===== config.mk =====
export PLATFORM = sky130hd
export DESIGN_NAME = pdm_power_down_mode_control
export DESIGN_NICKNAME = d
export VERILOG_FILES = /design/src/pdm_pkg.sv /design/src/pdm_settle_timer.sv /design/src/pdm_power_down_mode_control.sv
export SDC_FILE = /design/constraint.sdc
export NUM_CORES = 1
export LEC_CHECK = 0
export ABC_AREA = 1
export BUFFER_PORTS_ARGS = -buffer_cell sky130_fd_sc_hd__buf_4
export CAP_MARGIN = 20
export CORE_MARGIN = 8
export CORE_UTILIZATION = 50
export CTS_BUF_LIST = sky130_fd_sc_hd__clkbuf_8
export DETAILED_ROUTE_END_ITERATION = 12
export PLACE_DENSITY_LB_ADDON = 0.25
export RECOVER_POWER = 100
export SLEW_MARGIN = 20
export SYNTH_ARGS = -nofsm -noshare
export SYNTH_HDL_FRONTEND = slang
export SYNTH_SLANG_ARGS = --single-unit
export TNS_END_PERCENT = 50

===== constraint.sdc =====
create_clock -name clk -period 2.1 [get_ports clk]
set_clock_uncertainty 0.1 [all_clocks]
set_input_delay 0.42 -clock clk [delete_from_list [all_inputs] [get_ports clk]]
set_output_delay 0.42 -clock clk [all_outputs]
set_load 0.05 [all_outputs]

===== src/pdm_pkg.sv =====
// Package: register map, fields, status codes and timing for the power-down controller
package pdm_pkg;

	// ----------------------------------------------------------------
	// Register map
	// ----------------------------------------------------------------
	localparam logic [7:0] STANDBY_CONTROL_ADDR  = 8'h82;
	localparam logic [7:0] WAKE_STATUS_ADDR      = 8'h84;
	localparam logic [7:0] STANDBY_CONTROL_RESET = 8'h00;
	localparam logic [7:0] STANDBY_CONTROL_MASK  = 8'h87;

	// ----------------------------------------------------------------
	// Field positions
	// ----------------------------------------------------------------
	localparam int DEEP_HALT_SELECT_BIT = 7;
	localparam int TIMER_STOP_BIT       = 2;
	localparam int CALENDAR_STOP_BIT    = 1;
	localparam int SERIAL_STOP_BIT      = 0;

	// ----------------------------------------------------------------
	// Status pin codes {hi, lo}
	// ----------------------------------------------------------------
	localparam logic [1:0] STATE_CODE_RESET   = 2'h3;
	localparam logic [1:0] STATE_CODE_SLEEP   = 2'h2;
	localparam logic [1:0] STATE_CODE_STANDBY = 2'h1;
	localparam logic [1:0] STATE_CODE_NORMAL  = 2'h0;

	// ----------------------------------------------------------------
	// Interrupt event codes and widths
	// ----------------------------------------------------------------
	localparam int          EVENT_CODE_WIDTH   = 12;
	localparam logic [11:0] EVENT_CODE_NMI     = 12'h1C0;
	localparam logic [11:0] EVENT_CODE_LEVEL   = 12'h200;
	localparam logic [11:0] EVENT_CODE_PERIPH  = 12'h400;
	localparam logic [11:0] EVENT_CODE_NONE    = 12'h000;
	localparam int          SETTLE_COUNT_WIDTH = 16;

	typedef enum {
		PDM_RUN,
		PDM_SLEEP,
		PDM_STANDBY,
		PDM_SETTLE
	} pdm_mode_type;

	typedef struct packed {
		logic timerStop;
		logic calendarStop;
		logic serialStop;
	} pdm_module_stop_type;

	typedef struct packed {
		logic nmi;
		logic [3:0] level;
		logic periph;
		logic intervalTimer;
	} pdm_irq_type;

endpackage : pdm_pkg


===== src/pdm_settle_timer.sv =====
// Settling counter: counts down the loaded settle time on peripheral-clock enables
module pdm_settle_timer #(
	parameter int WIDTH = pdm_pkg::SETTLE_COUNT_WIDTH
) (
	// Clock and reset
	input  wire logic             clk,
	input  wire logic             reset_n,
	// Control
	input  wire logic             start,
	input  wire logic [WIDTH-1:0] loadValue,
	input  wire logic             tick,
	// Result
	output logic                  done
);

	logic [WIDTH-1:0] count;
	logic [WIDTH-1:0] next_count;
	logic             running;
	logic             next_running;
	logic             next_done;

	always_comb begin
		next_count   = count;
		next_running = running;
		next_done    = 1'b0;
		if (start) begin
			next_count   = loadValue;
			next_running = 1'b1;
		end else if (running && tick) begin
			if (count == '0) begin
				next_running = 1'b0;
				next_done    = 1'b1;
			end else begin
				next_count = count - WIDTH'(1);
			end
		end
	end

	always_ff @(posedge clk or negedge reset_n) begin
		if (!reset_n) begin
			count   <= '0;
			running <= 1'b0;
			done    <= 1'b0;
		end else begin
			count   <= next_count;
			running <= next_running;
			done    <= next_done;
		end
	end

endmodule : pdm_settle_timer


===== src/pdm_power_down_mode_control.sv =====
// Power-down mode controller: standby control register, status pins, clock gating, wake
// Operation
// - Sleep shows status code high-low
// - Refresh during sleep shows normal code
// - Reset shows high-high, normal shows low-low
// - Standby with clocks halted shows low-high
// - Control register is 8 bits, power-on clears
// - Manual reset keeps control register contents
// - Bits six to three read zero
// - Bit 7 picks sleep or standby
// - Bit 2 stops timer unit clock
// - Bit 1 stops calendar register clock, blocks access
// - Bit 0 stops serial port clock
// - Clear bit or any reset ends module stop (manual reset only forces it off while held; the kept bits restart it)
// - Sleep halts CPU, peripherals and bus clock run
// - Interrupts or reset end sleep, ignoring block bit
// - Interrupt wake loads event code, starts handling
// - Standby stops CPU, clocks, peripherals, bus clock
// - Standby entry clears timer start register
// - Standby wake waits settle time, then resumes
// - Level wake needs level above mask
//
// Implementation choices: the strobed register port and the placing of the registers.
module pdm_power_down_mode_control #(
	parameter int PERIPH_DIVIDE = 4
) (
	// Clock and resets
	input  wire logic                                   clk,
	input  wire logic                                   reset_n,
	input  wire logic                                   manualReset_n,
	// Register port
	input  wire logic [7:0]                             regAddr,
	input  wire logic [7:0]                             regWriteData,
	input  wire logic                                   regWrite,
	input  wire logic                                   regRead,
	output logic      [7:0]                             regReadData,
	// CPU side
	input  wire logic                                   sleepInstruction,
	input  wire logic [3:0]                             interruptMaskLevel,
	input  wire logic                                   blockBit,
	input  wire logic                                   refreshCycle,
	input  wire pdm_pkg::pdm_irq_type                   irq,
	input  wire logic [pdm_pkg::SETTLE_COUNT_WIDTH-1:0] settleCount,
	output logic                                        cpuHalt,
	output logic                                        interruptStart,
	output logic      [pdm_pkg::EVENT_CODE_WIDTH-1:0]   interruptEventCode,
	// Clock gating
	output logic                                        internalClockEnable,
	output logic                                        busClockEnable,
	output logic                                        peripheralEnable,
	output pdm_pkg::pdm_module_stop_type                moduleStop,
	output logic                                        calendarAccessBlock,
	output logic                                        timerStartClear,
	// Status pins
	output logic                                        procStateHiPin,
	output logic                                        procStateLoPin
);

	// ----------------------------------------------------------------
	// State
	// ----------------------------------------------------------------
	pdm_pkg::pdm_mode_type        mode;
	pdm_pkg::pdm_mode_type        next_mode;
	logic [7:0]                   standbyControl;
	logic [7:0]                   next_standbyControl;
	logic [7:0]                   next_regReadData;
	logic [11:0]                  pendingCode;
	logic [11:0]                  next_pendingCode;
	logic [11:0]                  next_interruptEventCode;
	logic                         next_interruptStart;
	logic [1:0]                   next_stateCode;
	logic [1:0]                   stateCode;
	logic [7:0]                   divCount;
	logic [7:0]                   next_divCount;
	logic                         periphTick;
	logic                         settleStart;
	logic                         settleDone;
	logic                         levelWake;
	logic                         sleepWake;
	logic                         standbyWake;
	logic [11:0]                  wakeCode;
	logic                         haltedClocks;
	logic                         next_cpuHalt;
	logic                         next_clockEnable;
	logic                         next_peripheralEnable;
	logic                         next_calendarAccessBlock;
	logic                         next_timerStartClear;
	pdm_pkg::pdm_module_stop_type next_moduleStop;

	// ----------------------------------------------------------------
	// Peripheral divider
	// ----------------------------------------------------------------
	// Peripheral-rate enable; the settle count runs on it
	always_comb begin
		next_divCount = divCount + 8'h01;
		if (divCount == 8'(PERIPH_DIVIDE - 1)) begin
			next_divCount = 8'h00;
		end
	end
	assign periphTick = (divCount == 8'(PERIPH_DIVIDE - 1));

	// ----------------------------------------------------------------
	// Wake qualification
	// ----------------------------------------------------------------
	// Block bit is deliberately not an input to either term
	assign levelWake   = (irq.level > interruptMaskLevel);
	assign sleepWake   = irq.nmi || levelWake || irq.periph;
	// The interval timer cannot run while the clocks are halted, so it cannot wake standby
	assign standbyWake = irq.nmi || levelWake || (irq.periph && !irq.intervalTimer);

	always_comb begin
		wakeCode = pdm_pkg::EVENT_CODE_PERIPH;
		if (irq.nmi) begin
			wakeCode = pdm_pkg::EVENT_CODE_NMI;
		end else if (levelWake) begin
			wakeCode = pdm_pkg::EVENT_CODE_LEVEL;
		end
	end

	// ----------------------------------------------------------------
	// Register file
	// ----------------------------------------------------------------
	always_comb begin
		next_standbyControl = standbyControl;
		next_regReadData    = 8'h00;
		if (regWrite && regAddr == pdm_pkg::STANDBY_CONTROL_ADDR) begin
			next_standbyControl = regWriteData & pdm_pkg::STANDBY_CONTROL_MASK;
		end
		if (regRead) begin
			if (regAddr == pdm_pkg::STANDBY_CONTROL_ADDR) begin
				next_regReadData = standbyControl & pdm_pkg::STANDBY_CONTROL_MASK;
			end else if (regAddr == pdm_pkg::WAKE_STATUS_ADDR) begin
				next_regReadData = {6'h00, stateCode};
			end else begin
				next_regReadData = 8'h00;
			end
		end
	end

	// ----------------------------------------------------------------
	// Mode sequencer
	// ----------------------------------------------------------------
	always_comb begin
		next_mode               = mode;
		next_pendingCode        = pendingCode;
		next_interruptStart     = 1'b0;
		next_interruptEventCode = interruptEventCode;
		settleStart             = 1'b0;
		case (mode)
			pdm_pkg::PDM_RUN: begin
				if (sleepInstruction) begin
					if (standbyControl[pdm_pkg::DEEP_HALT_SELECT_BIT]) begin
						next_mode = pdm_pkg::PDM_STANDBY;
					end else begin
						next_mode = pdm_pkg::PDM_SLEEP;
					end
				end
			end
			pdm_pkg::PDM_SLEEP: begin
				if (sleepWake) begin
					next_mode               = pdm_pkg::PDM_RUN;
					next_interruptStart     = 1'b1;
					next_interruptEventCode = wakeCode;
				end
			end
			pdm_pkg::PDM_STANDBY: begin
				if (standbyWake) begin
					next_mode        = pdm_pkg::PDM_SETTLE;
					next_pendingCode = wakeCode;
					settleStart      = 1'b1;
				end
			end
			pdm_pkg::PDM_SETTLE: begin
				if (settleDone) begin
					next_mode               = pdm_pkg::PDM_RUN;
					next_interruptStart     = 1'b1;
					next_interruptEventCode = pendingCode;
				end
			end
			default: begin
				next_mode = pdm_pkg::PDM_RUN;
			end
		endcase
		// Manual reset wins over any entry or wake decided above
		if (!manualReset_n) begin
			next_mode               = pdm_pkg::PDM_RUN;
			next_pendingCode        = pendingCode;
			next_interruptStart     = 1'b0;
			next_interruptEventCode = interruptEventCode;
			settleStart             = 1'b0;
		end
	end

	// ----------------------------------------------------------------
	// Status code
	// ----------------------------------------------------------------
	// Registered so each change is one clean edge
	always_comb begin
		next_stateCode = pdm_pkg::STATE_CODE_NORMAL;
		case (next_mode)
			pdm_pkg::PDM_SLEEP: begin
				if (refreshCycle) begin
					next_stateCode = pdm_pkg::STATE_CODE_NORMAL;
				end else begin
					next_stateCode = pdm_pkg::STATE_CODE_SLEEP;
				end
			end
			pdm_pkg::PDM_STANDBY: next_stateCode = pdm_pkg::STATE_CODE_STANDBY;
			pdm_pkg::PDM_SETTLE:  next_stateCode = pdm_pkg::STATE_CODE_STANDBY;
			default:              next_stateCode = pdm_pkg::STATE_CODE_NORMAL;
		endcase
		if (!manualReset_n) begin
			next_stateCode = pdm_pkg::STATE_CODE_RESET;
		end
	end

	pdm_settle_timer #(
		.WIDTH(pdm_pkg::SETTLE_COUNT_WIDTH)
	) settleTimer (
		.clk      (clk),
		.reset_n  (reset_n),
		.start    (settleStart),
		.loadValue(settleCount),
		.tick     (periphTick),
		.done     (settleDone)
	);

	// ----------------------------------------------------------------
	// Output next values
	// ----------------------------------------------------------------
	// Internal clock keeps running under reset so the bus clock pin stays alive
	always_comb begin
		haltedClocks             = (next_mode == pdm_pkg::PDM_STANDBY)
			|| (next_mode == pdm_pkg::PDM_SETTLE);
		next_cpuHalt             = (next_mode != pdm_pkg::PDM_RUN);
		next_clockEnable         = !haltedClocks;
		next_peripheralEnable    = periphTick && manualReset_n && !haltedClocks;
		next_timerStartClear     = (mode == pdm_pkg::PDM_RUN)
			&& (next_mode == pdm_pkg::PDM_STANDBY);
		next_moduleStop.timerStop    = next_standbyControl[pdm_pkg::TIMER_STOP_BIT];
		next_moduleStop.calendarStop = next_standbyControl[pdm_pkg::CALENDAR_STOP_BIT];
		next_moduleStop.serialStop   = next_standbyControl[pdm_pkg::SERIAL_STOP_BIT];
		next_calendarAccessBlock = next_standbyControl[pdm_pkg::CALENDAR_STOP_BIT];
		if (!manualReset_n) begin
			next_moduleStop          = '0;
			next_calendarAccessBlock = 1'b0;
		end
	end

	// ----------------------------------------------------------------
	// Registers
	// ----------------------------------------------------------------
	// Control register only sees power-on reset
	always_ff @(posedge clk or negedge reset_n) begin
		if (!reset_n) begin
			standbyControl <= pdm_pkg::STANDBY_CONTROL_RESET;
			regReadData    <= 8'h00;
			divCount       <= 8'h00;
		end else begin
			standbyControl <= next_standbyControl;
			regReadData    <= next_regReadData;
			divCount       <= next_divCount;
		end
	end

	// Manual reset is synchronous; it ends sleep and standby and holds module stop off while low
	always_ff @(posedge clk or negedge reset_n) begin
		if (!reset_n) begin
			mode                <= pdm_pkg::PDM_RUN;
			pendingCode         <= pdm_pkg::EVENT_CODE_NONE;
			interruptStart      <= 1'b0;
			interruptEventCode  <= pdm_pkg::EVENT_CODE_NONE;
			stateCode           <= pdm_pkg::STATE_CODE_RESET;
			cpuHalt             <= 1'b0;
			internalClockEnable <= 1'b1;
			busClockEnable      <= 1'b1;
			peripheralEnable    <= 1'b0;
			moduleStop          <= '0;
			calendarAccessBlock <= 1'b0;
			timerStartClear     <= 1'b0;
			procStateHiPin      <= 1'b1;
			procStateLoPin      <= 1'b1;
		end else begin
			mode                <= next_mode;
			pendingCode         <= next_pendingCode;
			interruptStart      <= next_interruptStart;
			interruptEventCode  <= next_interruptEventCode;
			stateCode           <= next_stateCode;
			procStateHiPin      <= next_stateCode[1];
			procStateLoPin      <= next_stateCode[0];
			cpuHalt             <= next_cpuHalt;
			internalClockEnable <= next_clockEnable;
			busClockEnable      <= next_clockEnable;
			peripheralEnable    <= next_peripheralEnable;
			moduleStop          <= next_moduleStop;
			calendarAccessBlock <= next_calendarAccessBlock;
			timerStartClear     <= next_timerStartClear;
		end
	end

endmodule : pdm_power_down_mode_control


# --- Yosys cells after proc, flatten, opt, wreduce, memory -nomap -nowiden ---
# Cells that the tools add are included.
word_totals:
  out_inout_bits: 32
  wordCells: 101
  inputBits: 51
  register_bits: 107
classes:
  addsub: 2
  n_reduce_logical: 24
  eq_ne: 14
  order_cmp: 1
  mux: 38
ops:
  columns: ["cell", "n"]
  rows:
  - ["$mux 32", 5]
  - ["$eq 32x2->1 const B", 4]
  - ["$pmux 32 s4", 1]
  - ["$eq 32x1->1 const B", 2]
  - ["$eq 32x3->1 const B", 2]
  - ["$logic_not 32->1", 2]
  - ["$mux 16", 3]
  - ["$mux 12", 3]
  - ["$reduce_bool 32->1", 1]
  - ["$mux 8", 3]
  - ["$pmux 12 s2", 1]
  - ["$eq 8x8->1 const B", 2]
  - ["$logic_not 16->1", 1]
  - ["$sub 16x1->16 const B", 1]
  - ["$mux 1", 13]
  - ["$mux 11", 1]
  - ["$add 8x1->8 const B", 1]
  - ["$eq 8x2->1 const B", 1]
  - ["$mux 2", 4]
  - ["$logic_and 1x1->1", 6]
  - ["$mux 3", 2]
  - ["$reduce_bool 2->1", 3]
  - ["$gt 4x4->1", 1]
  - ["$logic_or 1x1->1", 4]
  - ["other kinds (9)", 12]

# --- Logic depth before layout (Yosys ltp) ---
logic_depth:
  word_depth: 10
  mapped_depth: 16
  mapped_depth_nobuf: 15

# --- Modules after synthesis ---
# A second synthesis with hierarchy kept.
hier_totals:
  hier_cells: 514
  hier_area_um2: 4219.0
modules_own_cells:
  columns: ["mod", "n_inst", "area_each_um2", "cells_per_inst"]
  rows:
  - ["pdm_power_down_mode_control", 1, 2865.2, 308]
  - ["pdm_settle_timer", 1, 1353.8, 206]

# --- Least setup slack after synthesis ---
# No wires, ideal clock.
synth_timing:
  path_type: "input -> register"
  startpoint: "in interruptMaskLevel[3]"
  endpoint: "reg settleTimer.count[10]"
  setup_slack_ps: -28
  required_ps: 1884
  arrival_time_ps: 1912
  cell_stages: 15
  setup_ps: 116
  path_cell_list: "inv_1 ha_1 nand2_1 inv_1 nand2_1 nand2_1 nand2_1 nand3_1 nand3_4 inv_4 o21ai_4 inv_4 buf_6 nand2_1 nand2_1"
synth_via:
  elab_chain_len: 8
  elab_cells_between_ends: 10
  classes_between: "1 x order compare; 1 x eq/ne; 4 x mux; 4 x reduce/logical"
synth_rtl:
  columns: ["element", "line_no", "rtl"]
  rows:
  - ["from (decl)", "pdm_power_down_mode_control.sv:39", "input wire logic [3:0] interruptMaskLevel,"]
  - ["$gt 4x4->1 *", "pdm_power_down_mode_control.sv:106", "assign levelWake = (irq.level > interruptMaskLevel);"]
  - ["$logic_or 1x1->1 * (2 in series)", "pdm_power_down_mode_control.sv:109", "assign standbyWake = irq.nmi || levelWake || (irq.periph && !irq.intervalTimer);"]
  - ["$mux 1 *", "pdm_power_down_mode_control.sv:167", "if (standbyWake) begin"]
  - ["$mux 1 *", "pdm_power_down_mode_control.sv:149", "case (mode)"]
  - ["$mux 1 *", "pdm_power_down_mode_control.sv:185", "if (!manualReset_n) begin"]
  - ["$ne 2x2->1 (no source line) / $reduce_bool 2->1 (equally long branches)", null, null]
  - ["$reduce_and 2->1 (no source line)", null, null]
  - ["to (signal assigned)", "pdm_settle_timer.sv:45", "count <= next_count;"]
  - ["to (decl)", "pdm_settle_timer.sv:16", "logic [WIDTH-1:0] count;"]
# Every way passes the cells marked *; elsewhere a longest branch is shown, timed or not.
# A chain may end at the register's enable or synchronous reset.

# --- Final worst setup path ---
layout_timing:
  startpoint: "reg settleTimer.count[0]"
  endpoint: "reg settleTimer.count[0]"
layout_via:
  elab_chain_len: 4
  elab_cells_between_ends: 7
  classes_between: "1 x add/sub; 1 x eq/ne; 3 x mux; 2 x reduce/logical"
layout_rtl:
  columns: ["element", "line_no", "rtl"]
  rows:
  - ["$sub 16x1->16", "pdm_settle_timer.sv:34", "next_count = count - WIDTH'(1);"]
  - ["$mux 16", "pdm_settle_timer.sv:30", "if (count == '0) begin"]
  - ["$mux 16", "pdm_settle_timer.sv:29", "end else if (running && tick) begin"]
  - ["$mux 16", "pdm_settle_timer.sv:26", "if (start) begin"]
# Parallel ways exist; a longest one is shown, timed or not. The select of a mux whose other input is x is not followed.

==> results.cfg <==
[clocking]
cts_buffers = 9
clock-root-buffer = clkbuf_8
clock-sinks = 82
clkTransAtPathRegs_ns = 0.08
clk_path_buf_depth = 2
cts_tree = yes
h-tree-depth = 3
clock_latency_ns = 0.34

[floorplanning]
rows = 32
core_area_mm2 = 0.00773
die_width_um = 105
die-area_mm2 = 0.0111
io_pins = 83
fp.dieH_um = 105
floorplan.initialDensity = 0.517

[hold_path]
holdPathEnd = procStateHiPin$_DFF_PN1_
holdCritStartpoint = manualReset_n
hp-class = in -> reg
holdPathStages = 2

[detailed_routing]
drtAntennaViolNets = 0
wl_um = 8150
wl_per_cell_um = 11.4
vias = 3322
drtPass1Iterations = 6
viasPerCell = 4.67
drt-initial-drc-count = 97
drc = 0

[finish]
area_growth_pct = 22.3
drive_gt1_frac = 0.154
antenna_cells = 0
utilization = 0.632
final_cells = 712
fin_nets = 663

[global_route]
grt_pass1_wl_um = 14200
first_global_vias = 3247
grt_max_degree = 39
grt-ovfl-total = 0
antenna_found_initial = 0
grt_use_total = 0.153

[sta]
worst_pin_slew_ns = 0.614
fin_hold_ws_ns = 0.181
setup_ws_ns = 0.184
rsz0062_at_grt = true
max_freq_ghz = 0.522
min_period_ns = 1.92
fin_crit_sh = 0.912
setup_viol = 0
finalHoldViolCount = 0
slew_viol_final = 0
max_slew_margin = 0.592

[worst_setup_path]
timing.rr.end = settleTimer.count[0]$_DFFE_PN0P_
reg2reg_slack_ns = 0.18
cp_cell_sequence = inv_1, ha_1, inv_1, nor3_2, nand3_1, inv_1, nand4_1, o21ai_4, inv_4, nand2_1, nand2_1
end_kind = flop
r2r_cells = 11
r2r-start = settleTimer.count[0]$_DFFE_PN0P_
critPathMaxStageDelay_ns = 0.42
cp.arrival_ns = 2.05
critPathRequiredTime_ns = 2.24
worst_path_max_delay_cell = dfrtp_1
cp_common_cell = inv_1
startpoint_type = flop
cp_max_fo = 16
worstSetupPathType = reg -> reg

[power]
p_per_area_mw_per_mm2 = 615
leakagePower_nw = 2.68
vdd_drop_max_mv = 0.430
fin_total_pwr_w = 0.00300

[synth]
synth_cell_types = 30
postSynthCellCount = 491
synth_area_per_cell_um2 = 8.13
yosys_warnings = 0
ys_seq_area_frac = 0.515
ys_seq_elements = 82
synth_area_mm2 = 0.00399

[run_status]
outcome = finished clean

[placement]
dp_hpwl_um = 6140
dp.cells = 694
gp_congestion = 0.945
port_buffers = 66
pre_cts_ws_ns = -0.00977

[run]
maxCapViolations = 0
==> cells in the final DEF, fill, tap and decap left out, drive strengths merged, types with 3 or more instances in the layout <==
cell type / netlist / final
dfrtp: 79 / 79
o21ai: 17 / 17
xnor2: 7 / 7
ha: 6 / 6
nand3: 29 / 29
nor2: 66 / 66
xor2: 10 / 10
nor3: 10 / 10
buf: 20 / 55
dfstp: 3 / 3
nand4: 4 / 4
nor4: 5 / 5
a211oi: 3 / 3
a21oi: 15 / 15
nand2: 142 / 142
inv: 70 / 72
clkbuf: 0 / 37
conb: 1 / 41
==> critical path: cells and delay by family (launching register included) <==
kind | cells | cell delay (ns)
buffers and inverters | 4 | 0.35
AOI/OAI and AO/OA | 1 | 0.25
DFF | 1 | 0.42
and+or+nand+nor | 5 | 0.53
adders and majority gates | 1 | 0.17
==> cell type report <==
class                           count  area (um2)
Fill cell                         687        2850
Sequential cell                    82        2060
Multi-Input combinational cell    359        1680
Timing Repair Buffer               84         562
Inverter                           70         268
Tap cell                          102         128
Clock buffer                        9         124
Clock inverter                      6        65.1
==> logic make-up after synthesis <==
family                   share of synthesized area
flip-flops                                   0.515
AND/OR/NAND/NOR                              0.271
buffers and inverters                        0.104
adder cells (fa/ha/maj)                     0.0188
other                                     0.000939
XOR/XNOR                                    0.0373
AO/OA/AOI/OAI                               0.0523
==> state kept, by name (all words and copies together) (netlist names) <==
name / count
procStateHiPin: 1
settleTimer.done: 1
pendingCode: 3
moduleStop: 2
timerStartClear: 1
stateCode: 1
standbyControl: 4
busClockEnable: 1
mode: 32
interruptEventCode: 3
interruptStart: 1
calendarAccessBlock: 1
peripheralEnable: 1
settleTimer.count: 16
divCount: 8
regReadData: 4
settleTimer.running: 1
cpuHalt: 1
==> where the power goes <==
part	total (W)	switching (W)	leakage (nW)	internal, W
combinational	0.000260	0.000169	1.56	0.0000913
sequential	0.00163	0.0000122	1.02	0.00162
clock	0.00111	0.000565	0.0959	0.000547
==> Yosys cell counts, drive strengths merged <==
master / number / share of area
buf: 20 / 0.037
a21oi: 15 / 0.019
nor4: 5 / 0.0078
nand2: 142 / 0.13
dfstp: 3 / 0.020
nor3: 10 / 0.014
dfrtp: 79 / 0.50
nor2: 66 / 0.066
conb: 1 / 0.00094
or2: 1 / 0.0016
xnor2: 7 / 0.015
nand4: 4 / 0.0063
ha: 6 / 0.019
nand3: 29 / 0.039
a211oi: 3 / 0.0056
nand3b: 1 / 0.0019
o211ai: 2 / 0.0038
o21ai: 17 / 0.024
xor2: 10 / 0.022
inv: 70 / 0.067
==> repair_timing <==
item                                    4_1_cts  5_1_grt
setup buffers                                 0        2
hold buffers                                  1        0
hold endpoints to repair                     21        0
endpoints found under the setup margin        0       22
gates resized for setup                       0        4
==> per-stage QoR <==
stage                     area [um2]  setup TNS (ns)
after floorplan                 4150               0
after global placement          4760               0
after detailed placement        4760         -0.0233
after CTS                       4960               0
after global routing            4880               0
final                           4880               0
==> worst max path at each step <==
stage / startpoint / end / slack, ns
4_1_cts: mode[26]$_DFF_PN0_ / settleTimer.count[0]$_DFFE_PN0P_ / 0.13
5_1_grt: settleTimer.count[0]$_DFFE_PN0P_ / settleTimer.count[8]$_DFFE_PN0P_ / 0.003
3_5_place_dp: interruptMaskLevel[3] / settleTimer.count[0]$_DFFE_PN0P_ / -0.01
6_report: settleTimer.count[0]$_DFFE_PN0P_ / settleTimer.count[0]$_DFFE_PN0P_ / 0.18
3_3_place_gp: irq[5] / cpuHalt$_DFF_PN0_ / 0.03
2_1_floorplan: interruptMaskLevel[3] / settleTimer.count[10]$_DFFE_PN0P_ / 0.02
==> layer usage <==
layer	track usage	wire, um
met1	0.179	3600
met3	0.0566	694
met5	0	0
met2	0.254	3740
met4	0.0520	114
No activity file was read; power rests on OpenSTA's default activity.
